`src/logic/serial_flags_pkg.sv`:
```
package serial_flags_pkg;

    // Register byte offsets
    localparam logic [7:0] OFS_STATUS = 8'h00;
    localparam logic [7:0] OFS_CTRL2 = 8'h04;
    localparam logic [7:0] OFS_DATA = 8'h08;
    localparam logic [7:0] OFS_CTRL1 = 8'h0c;

    // Register indices returned by the decoder
    localparam logic [1:0] IDX_STATUS = 2'h0;
    localparam logic [1:0] IDX_CTRL2 = 2'h1;
    localparam logic [1:0] IDX_DATA = 2'h2;
    localparam logic [1:0] IDX_CTRL1 = 2'h3;

    // Status one flag positions
    localparam int EMPTY_BIT = 7;
    localparam int DONE_BIT = 6;
    localparam int FULL_BIT = 5;
    localparam int IDLE_BIT = 4;
    localparam int OVR_BIT = 3;
    localparam int NOISE_BIT = 2;
    localparam int FRAME_BIT = 1;
    localparam int PARITY_BIT = 0;
    localparam logic [7:0] STATUS_RESET = 8'hc0;
    localparam logic [7:0] RX_CLEAR_MASK = 8'h3f;
    localparam logic [7:0] TX_CLEAR_MASK = 8'hc0;

    // Control two positions; bits 7..4 line up with flags 7..4
    localparam int TXEN_BIT = 3;
    localparam int RE_BIT = 2;
    localparam int BREAK_BIT = 0;
    localparam logic [7:0] CTRL2_RESET = 8'h00;

    // Control one positions
    localparam int M_BIT = 4;
    localparam int ITYPE_BIT = 2;
    localparam int PAREN_BIT = 1;
    localparam int PT_BIT = 0;
    localparam logic [7:0] CTRL1_MASK = 8'h17;
    localparam logic [7:0] CTRL1_RESET = 8'h00;

    // Receive timing in ticks of the 16x baud enable
    localparam int OVERSAMPLE = 16;
    localparam int CHAR_BITS_SHORT = 10;
    localparam int CHAR_BITS_LONG = 11;
    localparam logic [3:0] START_SAMPLE_FIRST = 4'h3;
    localparam logic [3:0] START_SAMPLE_LAST = 4'h9;
    localparam logic [3:0] BIT_SAMPLE_FIRST = 4'h7;
    localparam logic [3:0] BIT_SAMPLE_LAST = 4'h9;
    localparam logic [3:0] BIT_LAST_TICK = 4'hf;
    localparam logic [2:0] START_MAJORITY = 3'h4;
    localparam logic [2:0] BIT_MAJORITY = 3'h2;
    localparam logic [7:0] IDLE_TICKS_SHORT = 8'(CHAR_BITS_SHORT * OVERSAMPLE);
    localparam logic [7:0] IDLE_TICKS_LONG = 8'(CHAR_BITS_LONG * OVERSAMPLE);

    typedef enum logic [1:0] {
        RX_IDLE = 2'b00,
        RX_START = 2'b01,
        RX_DATA = 2'b11,
        RX_STOP = 2'b10
    } rx_state_e;

endpackage

```
`src/logic/uart_status_flags.sv`:
```
`timescale 1ns/1ps
module uart_status_flags #(
    parameter int ADDR_W = 4
) (
    input wire logic CLK_I,
    input wire logic SYS_RST_I,
    input wire logic PSEL_I,
    input wire logic PENABLE_I,
    input wire logic PWRITE_I,
    input wire logic [ADDR_W-1:0] PADDR_I,
    input wire logic [31:0] PWDATA_I,
    output logic [31:0] PRDATA_O,
    output logic PREADY_O,
    output logic PSLVERR_O,
    input wire logic RXD_I,
    input wire logic BAUD_X16_I,
    input wire logic TX_SHIFT_READY_I,
    input wire logic TX_SHIFT_BUSY_I,
    output logic TX_LOAD_O,
    output logic [7:0] TX_DATA_O,
    output logic TX_PREAMBLE_O,
    output logic TX_BREAK_O,
    output logic IRQ_O
);

    if (ADDR_W < 4 || ADDR_W > 8) begin : g_check
        $error("ADDR_W must lie between 4 and 8");
    end

    typedef struct packed {
        logic [7:0] flags;
        logic [7:0] armed;
        logic [7:0] ctrl2;
        logic [7:0] ctrl1;
        logic [7:0] txbuf;
        logic [7:0] txd;
        logic tx_load;
        logic tx_pre;
        logic tx_brk;
        logic tx_pend;
        serial_flags_pkg::rx_state_e rx_state;
        logic [3:0] rx_sub;
        logic [3:0] rx_bit;
        logic [2:0] rx_ones;
        logic [8:0] rx_sh;
        logic rx_noise;
        logic [8:0] rxbuf;
        logic [7:0] idle_cnt;
        logic idle_allow;
        logic pready;
        logic pslverr;
        logic [31:0] prdata;
        logic irq;
    } state_s;

    state_s s;
    state_s next_s;

    // Returns {hit, index}; anything else answers with an error
    function automatic logic [2:0] decode(input logic [7:0] a);
        case (a)
            serial_flags_pkg::OFS_STATUS:
                decode = {1'b1, serial_flags_pkg::IDX_STATUS};
            serial_flags_pkg::OFS_CTRL2:
                decode = {1'b1, serial_flags_pkg::IDX_CTRL2};
            serial_flags_pkg::OFS_DATA:
                decode = {1'b1, serial_flags_pkg::IDX_DATA};
            serial_flags_pkg::OFS_CTRL1:
                decode = {1'b1, serial_flags_pkg::IDX_CTRL1};
            default: decode = 3'h0;
        endcase
    endfunction

    always_comb begin
        logic [2:0] dec;
        logic acc;
        logic [7:0] newc;
        logic [2:0] tot;
        logic [3:0] first;
        logic [3:0] last;
        logic bitval;
        logic [7:0] limit;
        logic cnt_en;
        logic [3:0] nbits;
        dec = 3'h0;
        acc = 1'b0;
        newc = 8'h00;
        tot = 3'h0;
        first = 4'h0;
        last = 4'h0;
        bitval = 1'b0;
        limit = 8'h00;
        cnt_en = 1'b0;
        nbits = 4'h0;
        next_s = s;
        next_s.tx_load = 1'b0;
        next_s.tx_pre = 1'b0;
        if (TX_SHIFT_BUSY_I) begin
            next_s.tx_pend = 1'b0;
        end

        // Data is latched in setup so the access phase answers at once
        dec = decode(8'(PADDR_I));
        acc = PSEL_I && PENABLE_I && s.pready;
        if (PSEL_I && !PENABLE_I) begin
            next_s.pready = 1'b1;
            next_s.pslverr = !dec[2];
            case (dec[1:0])
                serial_flags_pkg::IDX_STATUS: next_s.prdata = {24'h0, s.flags};
                serial_flags_pkg::IDX_CTRL2: next_s.prdata = {24'h0, s.ctrl2};
                serial_flags_pkg::IDX_DATA: next_s.prdata = {23'h0, s.rxbuf};
                default: next_s.prdata = {24'h0, s.ctrl1};
            endcase
            if (!dec[2]) begin
                next_s.prdata = 32'h0;
            end
        end else if (acc) begin
            next_s.pready = 1'b0;
            next_s.pslverr = 1'b0;
        end

        if (acc && dec[2] && PWRITE_I) begin
            newc = PWDATA_I[7:0];
            case (dec[1:0])
                serial_flags_pkg::IDX_CTRL2: begin
                    if (!s.ctrl2[serial_flags_pkg::TXEN_BIT]
                        && newc[serial_flags_pkg::TXEN_BIT]) begin
                        next_s.tx_pre = 1'b1;
                        next_s.tx_pend = 1'b1;
                        if (s.armed[serial_flags_pkg::DONE_BIT]) begin
                            next_s.flags[serial_flags_pkg::DONE_BIT] =
                                1'b0;
                        end
                    end
                    if (newc[serial_flags_pkg::BREAK_BIT]) begin
                        next_s.tx_pend = 1'b1;
                        if (s.armed[serial_flags_pkg::DONE_BIT]) begin
                            next_s.flags[serial_flags_pkg::DONE_BIT] =
                                1'b0;
                        end
                    end
                    next_s.armed[serial_flags_pkg::DONE_BIT] = 1'b0;
                    next_s.ctrl2 = newc;
                end
                serial_flags_pkg::IDX_DATA: begin
                    next_s.txbuf = newc;
                    // Unarmed writes still fill the buffer, as software may retry
                    next_s.flags = s.flags
                        & ~(s.armed
                        & serial_flags_pkg::TX_CLEAR_MASK);
                    next_s.armed = s.armed & ~serial_flags_pkg::TX_CLEAR_MASK;
                end
                serial_flags_pkg::IDX_CTRL1: begin
                    next_s.ctrl1 = newc & serial_flags_pkg::CTRL1_MASK;
                end
                default: begin
                    next_s.flags = s.flags;
                end
            endcase
        end else if (acc && dec[2]) begin
            case (dec[1:0])
                serial_flags_pkg::IDX_STATUS: begin
                    next_s.armed = s.prdata[7:0];
                end
                serial_flags_pkg::IDX_DATA: begin
                    next_s.flags = s.flags
                        & ~(s.armed
                        & serial_flags_pkg::RX_CLEAR_MASK);
                    next_s.armed = s.armed & ~serial_flags_pkg::RX_CLEAR_MASK;
                end
                default: begin
                    next_s.armed = s.armed;
                end
            endcase
        end

        // Transmit side; sets come after clears so a set wins
        if (!s.flags[serial_flags_pkg::EMPTY_BIT]
            && s.ctrl2[serial_flags_pkg::TXEN_BIT] && TX_SHIFT_READY_I) begin
            next_s.tx_load = 1'b1;
            next_s.txd = s.txbuf;
            next_s.flags[serial_flags_pkg::EMPTY_BIT] = 1'b1;
        end
        next_s.tx_brk = next_s.ctrl2[serial_flags_pkg::TXEN_BIT]
            && next_s.ctrl2[serial_flags_pkg::BREAK_BIT];
        if (next_s.flags[serial_flags_pkg::EMPTY_BIT] && !TX_SHIFT_BUSY_I
            && !next_s.tx_pend && !next_s.tx_brk && !next_s.tx_load) begin
            next_s.flags[serial_flags_pkg::DONE_BIT] = 1'b1;
        end

        // Receiver, advanced by the 16x baud enable
        nbits = s.ctrl1[serial_flags_pkg::M_BIT] ? 4'h9 : 4'h8;
        limit = s.ctrl1[serial_flags_pkg::M_BIT]
            ? serial_flags_pkg::IDLE_TICKS_LONG
            : serial_flags_pkg::IDLE_TICKS_SHORT;
        tot = s.rx_ones + {2'h0, RXD_I};
        if (s.rx_state == serial_flags_pkg::RX_START) begin
            first = serial_flags_pkg::START_SAMPLE_FIRST;
            last = serial_flags_pkg::START_SAMPLE_LAST;
        end else begin
            first = serial_flags_pkg::BIT_SAMPLE_FIRST;
            last = serial_flags_pkg::BIT_SAMPLE_LAST;
        end
        bitval = tot >= serial_flags_pkg::BIT_MAJORITY;
        if (!s.ctrl2[serial_flags_pkg::RE_BIT]) begin
            next_s.rx_state = serial_flags_pkg::RX_IDLE;
            next_s.idle_cnt = 8'h00;
        end else if (BAUD_X16_I) begin
            next_s.rx_sub = s.rx_sub + 4'h1;
            if (s.rx_sub >= first && s.rx_sub <= last) begin
                next_s.rx_ones = tot;
            end
            if (s.rx_sub == serial_flags_pkg::BIT_LAST_TICK) begin
                next_s.rx_ones = 3'h0;
            end
            case (s.rx_state)
                serial_flags_pkg::RX_IDLE: begin
                    if (!RXD_I) begin
                        next_s.rx_state = serial_flags_pkg::RX_START;
                        next_s.rx_sub = 4'h1;
                        next_s.rx_ones = 3'h0;
                        next_s.rx_noise = 1'b0;
                        next_s.rx_sh = 9'h000;
                    end
                end
                serial_flags_pkg::RX_START: begin
                    if (s.rx_sub == last) begin
                        if (tot >= serial_flags_pkg::START_MAJORITY) begin
                            // A glitch, not a start bit
                            next_s.rx_state = serial_flags_pkg::RX_IDLE;
                        end
                        next_s.rx_noise = tot != 3'h0;
                    end
                    if (s.rx_sub == serial_flags_pkg::BIT_LAST_TICK) begin
                        next_s.rx_state = serial_flags_pkg::RX_DATA;
                        next_s.rx_bit = 4'h0;
                    end
                end
                serial_flags_pkg::RX_DATA: begin
                    if (s.rx_sub == last) begin
                        next_s.rx_sh = {bitval, s.rx_sh[8:1]};
                        next_s.rx_noise = s.rx_noise
                            || (tot == 3'h1) || (tot == 3'h2);
                    end
                    if (s.rx_sub == serial_flags_pkg::BIT_LAST_TICK) begin
                        next_s.rx_bit = s.rx_bit + 4'h1;
                        if (s.rx_bit == nbits - 4'h1) begin
                            next_s.rx_state = serial_flags_pkg::RX_STOP;
                        end
                    end
                end
                serial_flags_pkg::RX_STOP: begin
                    if (s.rx_sub == last) begin
                        next_s.rx_state = serial_flags_pkg::RX_IDLE;
                        if (s.flags[serial_flags_pkg::FULL_BIT]) begin
                            next_s.flags[serial_flags_pkg::OVR_BIT] =
                                1'b1;
                        end else begin
                            next_s.rxbuf = s.ctrl1[serial_flags_pkg::M_BIT]
                                ? s.rx_sh : {1'b0, s.rx_sh[8:1]};
                            next_s.flags[serial_flags_pkg::FULL_BIT] =
                                1'b1;
                            next_s.flags[serial_flags_pkg::NOISE_BIT] =
                                s.rx_noise
                                || (tot == 3'h1) || (tot == 3'h2);
                            next_s.flags[serial_flags_pkg::FRAME_BIT] =
                                !bitval;
                            next_s.flags[serial_flags_pkg::PARITY_BIT] =
                                s.ctrl1[serial_flags_pkg::PAREN_BIT]
                                && ((^s.rx_sh)
                                != s.ctrl1[serial_flags_pkg::PT_BIT]);
                            next_s.idle_allow = 1'b1;
                        end
                    end
                end
                default: begin
                    next_s.rx_state = serial_flags_pkg::RX_IDLE;
                end
            endcase

            // Idle timer; a low sample restarts it
            if (s.ctrl1[serial_flags_pkg::ITYPE_BIT]) begin
                cnt_en = s.rx_state == serial_flags_pkg::RX_IDLE;
            end else begin
                cnt_en = s.rx_state != serial_flags_pkg::RX_START;
            end
            if (!RXD_I || !cnt_en) begin
                next_s.idle_cnt = 8'h00;
            end else if (s.idle_cnt != limit) begin
                next_s.idle_cnt = s.idle_cnt + 8'h01;
                if (s.idle_cnt == limit - 8'h01 && s.idle_allow) begin
                    next_s.flags[serial_flags_pkg::IDLE_BIT] = 1'b1;
                    next_s.idle_allow = 1'b0;
                end
            end
        end

        next_s.irq = |(next_s.ctrl2[7:4] & next_s.flags[7:4]);
    end

    always_ff @(posedge CLK_I) begin
        if (SYS_RST_I) begin
            s <= '0;
            s.flags <= serial_flags_pkg::STATUS_RESET;
            s.ctrl2 <= serial_flags_pkg::CTRL2_RESET;
            s.ctrl1 <= serial_flags_pkg::CTRL1_RESET;
            s.rx_state <= serial_flags_pkg::RX_IDLE;
        end else begin
            s <= next_s;
        end
    end

    assign PRDATA_O = s.prdata;
    assign PREADY_O = s.pready;
    assign PSLVERR_O = s.pslverr;
    assign TX_LOAD_O = s.tx_load;
    assign TX_DATA_O = s.txd;
    assign TX_PREAMBLE_O = s.tx_pre;
    assign TX_BREAK_O = s.tx_brk;
    assign IRQ_O = s.irq;

endmodule
```
`config.mk`:
```
export PLATFORM = sky130hd
export DESIGN_NAME = uart_status_flags
export DESIGN_NICKNAME = d
export VERILOG_FILES = /design/src/logic/serial_flags_pkg.sv /design/src/logic/uart_status_flags.sv
export SDC_FILE = /design/constraint.sdc
export NUM_CORES = 1
export LEC_CHECK = 0
export BUFFER_PORTS_ARGS = -buffer_cell sky130_fd_sc_hd__buf_2
export CORE_ASPECT_RATIO = 1.5
export CORE_MARGIN = 2
export CORE_UTILIZATION = 25
export CTS_BUF_LIST = sky130_fd_sc_hd__clkbuf_2
export CTS_CLUSTER_DIAMETER = 120
export DETAILED_ROUTE_END_ITERATION = 16
export GPL_TIMING_DRIVEN = 0
export PLACE_DENSITY = 0.54
export RECOVER_POWER = 100
export REMOVE_ABC_BUFFERS = 1
export SYNTH_ARGS = -nofsm -noshare
export SYNTH_HDL_FRONTEND = slang
export SYNTH_SLANG_ARGS = --single-unit
```
`constraint.sdc`:
```
create_clock -name CLK_I -period 2.4 [get_ports CLK_I]
set_clock_uncertainty 0.2 [all_clocks]
set_input_delay 0.24 -clock CLK_I [delete_from_list [all_inputs] [get_ports CLK_I]]
set_output_delay 0.24 -clock CLK_I [all_outputs]
set_load 0.1 [all_outputs]
```
Yosys cells after proc, flatten, opt, wreduce, memory -nomap -nowiden
Cells that the tools add are included.

Output and inout bits: 46. Register bits: 124.

$add $sub $neg: 6. Muxes and demuxes: 77. Magnitude comparators: 4. Reduce and logical (&&, ||, !) cells: 60. Equal/unequal tests: 30. Bitwise logic cells: 9.

Operators by type and width (count): $mux W1 (33); $mux W16 (2); $mux W8 (4); $mux W9 (3); $pmux W9 S3 (1); $mux W24 (1); $mux W6 (4); $mux W4 (5); $pmux W9 S2 (1); $and A8 B8 Y8 (2); $eq A4 B4 Y1 const B (4); $logic_and A1 B1 Y1 (16); $mux W2 (8); $pmux W8 S2 (1); $mux W3 (5); $reduce_and A5 Y1 (3); $ne A2 B2 Y1 const B (7); $reduce_bool A2 Y1 (7); $mux W13 (1); $pmux W3 S4 (1); $logic_not A1 Y1 (11); $mux W10 (1); $mux W5 (2); $reduce_and A2 Y1 (5); 40 further kinds (58).

Longest topological paths before layout
Word-level depth: 15. Gate-level depth with buffers: 9. Depth with buffers taken out: 9.

Worst setup path before layout
Ideal clock, no wire load.

Kind: flip-flop to flip-flop. Start: register s (netlist bit PREADY_O). End: register s[88] (netlist bit). Required time: 2072 ps. Setup time: 128 ps. Arrival time: 2330 ps. Clock period less this slack: 2658 ps. Buffers on the path: 1. Setup slack: -258 ps. Cell stages (with the launch flop): 7. Path through: dfxtp_1 -> and3_4 -> and3_1 -> ha_1 -> clkbuf_1 -> mux2i_1 -> nor2_1.

Word-level cells in the longest chain between the ends: 4.

RTL lines: start: declaration (RTL line uart_status_flags.sv:56) `state_s s;`; start signal: assignment (RTL line uart_status_flags.sv:309) `s <= next_s;`; $logic_and A1 B1 Y1 (RTL line uart_status_flags.sv:104) `acc = PSEL_I && PENABLE_I && s.pready;`; $logic_and A1 B1 Y1 (2 in series) (RTL line uart_status_flags.sv:122) `if (acc && dec[2] && PWRITE_I) begin`; $reduce_and A2 Y1 (no line).

Every way passes these cells. A chain may end at the register's enable or synchronous reset.

Worst setup path in the final report
Start: register s[75] (netlist bit). End: register s[62] (netlist bit).

Word-level cells in the longest chain between the ends: 3.

RTL lines: $eq A2 B2 Y1 / $logic_not A2 Y1 (equally long branches) (RTL line uart_status_flags.sv:216) `case (s.rx_state)`; $ne A2 B2 Y1 (no line) / $reduce_bool A2 Y1 (equally long branches); $reduce_and A5 Y1 (no line).

Parallel ways exist; a longest one is shown, timed or not.

==> summary.md <==
| Metric | Value |
|---|---|
| Status | finished clean |
| Post-layout instance area | 5740 um2 |
| Vias in the first global route | 3914 |
| Pre-CTS setup slack | -0.914 ns |
| Max VDD drop | 0.202 mV |
| RePlAce Congestion | 0.756 |
| Netlist cell types | 64 |
| Main combinational cell family by area after synthesis | simple AND/OR/NAND/NOR gates |
| Worst setup SP type | register |
| Post-CTS Setup Inserts | 0 |
| Area post-placement | 5370 um2 |
| Slew HR | 31.6% |
| Crit Path Class | reg -> reg |
| Max Slew Vio Count | 0 |
| H-tree depth | 3 |
| Worst setup margin | 0.101 ns |
| Primary FF master, synth | dfxtp_1 |
| Num CTS Buffers | 9 |
| PortBufs | 43 |
| #FFs+latches synth | 101 |
| Global-route wire length before repair | 20300 um |
| Area grow syn2layout | 11.3% |
| Post-Syn Area | 5150 um2 |
| Die height | 180 um |
| Final Hold Fails | 0 |
| Fillers | 2224 |
| Area of the core | 20300 um2 |
| Multi-input logic area | 2740 um2 |
| Xor and xnor area share after synthesis | 3.50% |
| Seq/Total Area, Yosys | 39.2% |
| Drt first-iter violations | 265 |
| Routed len/inst | 14.2 um |
| Via count | 4066 |
| Min cycle time layout | 2.30 ns |
| Final setup vio count | 0 |
| Number of remaining DRC errors | 0 |
| Std-Cell Rows | 64 |
| Congestion Overflow GR | 0 |
| Final ANT Viol Nets | 0 |
| Setup TNS Final | 0 ns |
| Post-DR vias/cell | 4.63 |
| Final net count | 670 |
| HP Class | in -> reg |
| Gr usage total | 11.5% |
| Reg clk slew, reported paths | 0.29 ns |
| Die area | 21800 um2 |
| Layout Utilization | 28.2% |
| Die span in x | 121 um |
| Adder-Cell Fraction of Synth Area | 3.88% |
| Maxcap violations | 0 |
| Post-Route WL | 12400 um |
| Critical Path RT | 2.72 ns |
| CTS Sinks | 101 |
| Post-Syn Instances | 581 |
| Final non-filler cell total | 879 |
| Leak | 2.29 nW |
| Antenna violations before repair | 1 |
| DP Cell Count | 839 |
| Drt first pass iters | 5 |
| Avg Inst Size Synth | 8.87 um2 |
| Reg area | 2030 um2 |
| Worst skew pair latency | 0.59 ns |
| EDFF count, synth | 0 |
| Async SR Flop Fraction | 0% |
| Final critical-path share of the clock period | 95.8% |
| Worst path arrival time | 2.61 ns |
| Initial core utilization | 25.3% |
| Share of layout cells above drive strength 1 | 13.0% |
| CTS max path bufs | 2 |
| Root Driver | clkbuf_2 |
| Largest net degree at the start of global routing | 91 |
| Compound-gate portion of the synthesized area | 13.3% |
| Post-synthesis mux area share | 9.27% |
| HPWL after DPL | 8770 um |
| Crit path capture type | register |
| Fmax | 435 MHz |
| RSZ-0062 raised after global routing | no |
| Worst-Margin Slew | 1.03 ns |
| Synth warnings | 0 |
| PwrDens | 511 nW/um2 |
| Area share of and/or/nand/nor cells after synthesis | 21.2% |
| Worst Path Max Fanout | 20 |
| I/O pin total | 91 |
| CTS tree | done |
## metrics by stage
stage / hold WS [ns] / power [mW]
floorplan: 0.109 / 1.95
global placement: 0.251 / 2.02
detailed placement: 0.255 / 2.02
CTS: 0.00475 / 2.97
global route: 0.00398 / 3.06
finish: 0.0559 / 2.93
## final timing paths
kind	startpoint	slack (ns)	end	cells after the start
setup reg to reg	s[75]	0.10	s[62]	5
hold / removal	PADDR_I[0]	0.06	PRDATA_O[7]	5
setup / recovery	s[75]	0.10	s[62]	5
hold reg to reg	s[52]	0.28	s[52]	2
## layout by cell type (no fill, tap or decap), types with 12 or more instances in the layout
master and instances:
dfxtp_1 98, nor2_1 83, mux2i_1 44, clkbuf_2 31
nand2_1 27, a21oi_1 27, conb_1 23, dlygate4sd3_1 23
buf_2 19, o21ai_0 15, ha_1 15, inv_1 13
and3_1 13, a211oi_1 13, nand2b_1 12, xor2_1 12
a22oi_1 12
## cells in the mapped netlist, drive strengths merged (3+ instances only)
cell type,n,area share [%]
nand4b,4,0.68
nand2b,12,1.5
and3,13,1.7
xnor2,6,1.0
inv,13,0.95
nand3,11,1.1
mux2i,44,8.5
clkbuf,26,1.9
nand4,5,0.90
or2,6,0.73
nor3,13,1.4
o211ai,5,0.73
buf,46,6.6
xor2,12,2.0
a222oi,9,1.7
ha,16,3.9
or3,6,0.73
nor4,6,0.97
nor2,84,6.3
a21oi,27,2.6
nor2b,8,0.97
nand2,28,2.2
and2,4,0.49
a211oi,14,2.0
mux2,3,0.73
a22oi,12,1.7
o21ai,16,1.6
dfxtp,101,39
## flip-flops by register name, summed over array words and instances, names as in the netlist
signal and count:
TX_BREAK_O 1, IRQ_O 1, s 78, TX_LOAD_O 1, TX_PREAMBLE_O 1, PREADY_O 1
TX_DATA_O 8, PRDATA_O 9, PSLVERR_O 1
## cell type report
| class | count | share of cell area, % |
|---|---|---|
| diodes | 1 | 0.0436 |
| clock buffers | 9 | 0.785 |
| clock inverters | 7 | 1.48 |
| inverters | 13 | 0.850 |
| multi-input cells | 417 | 47.7 |
| flip-flops and latches | 101 | 35.3 |
| well taps | 264 | 5.76 |
| repair buffers | 67 | 8.04 |
## kinds of logic (layout without fill, tap and decap cells)
logic type / count (synthesis) / count (layout)
and+or+nand+nor: 211 / 211
buffers and inverters: 85 / 96
AOI/OAI and AO/OA: 101 / 101
xor gates and xnor gates: 19 / 19
muxes: 47 / 47
other: 1 / 24
adders and majority gates: 16 / 16
DFF: 101 / 101
## power by group
part	switching [mW]	internal (mW)
combinational	0.272	0.0587
sequential	0.00304	1.69
clock	0.637	0.271
## critical path, cell delays in order (launching register included)
cell and delay (ns):
dfxtp_2 0.49, or3_1 0.52, o21ai_0 0.12, nand2_1 0.33, or3_1 0.45, a21oi_1 0.14
## repair_timing
action / 4_1_cts / 5_1_grt
hold buffers: 23 / 1
pin swaps: 0 / 0
hold endpoints to repair: 54 / 1
setup endpoints to repair: 12 / 7
resized for setup: 4 / 5
## per-layer routing
| layer | up-vias | part of all wire [%] | routed length (um) | track usage, % |
|---|---|---|---|---|
| met4 | 0 | 2.8 | 354 | 5.29 |
| met1 | 1917 | 41 | 5140 | 13.0 |
| li1 | 2049 | - | - | - |
| met3 | 20 | 2.8 | 351 | 1.55 |
| met2 | 80 | 53 | 6600 | 21.1 |
| met5 | - | 0 | 0 | 0 |
Note: power is estimated with default switching activity, not from simulation.
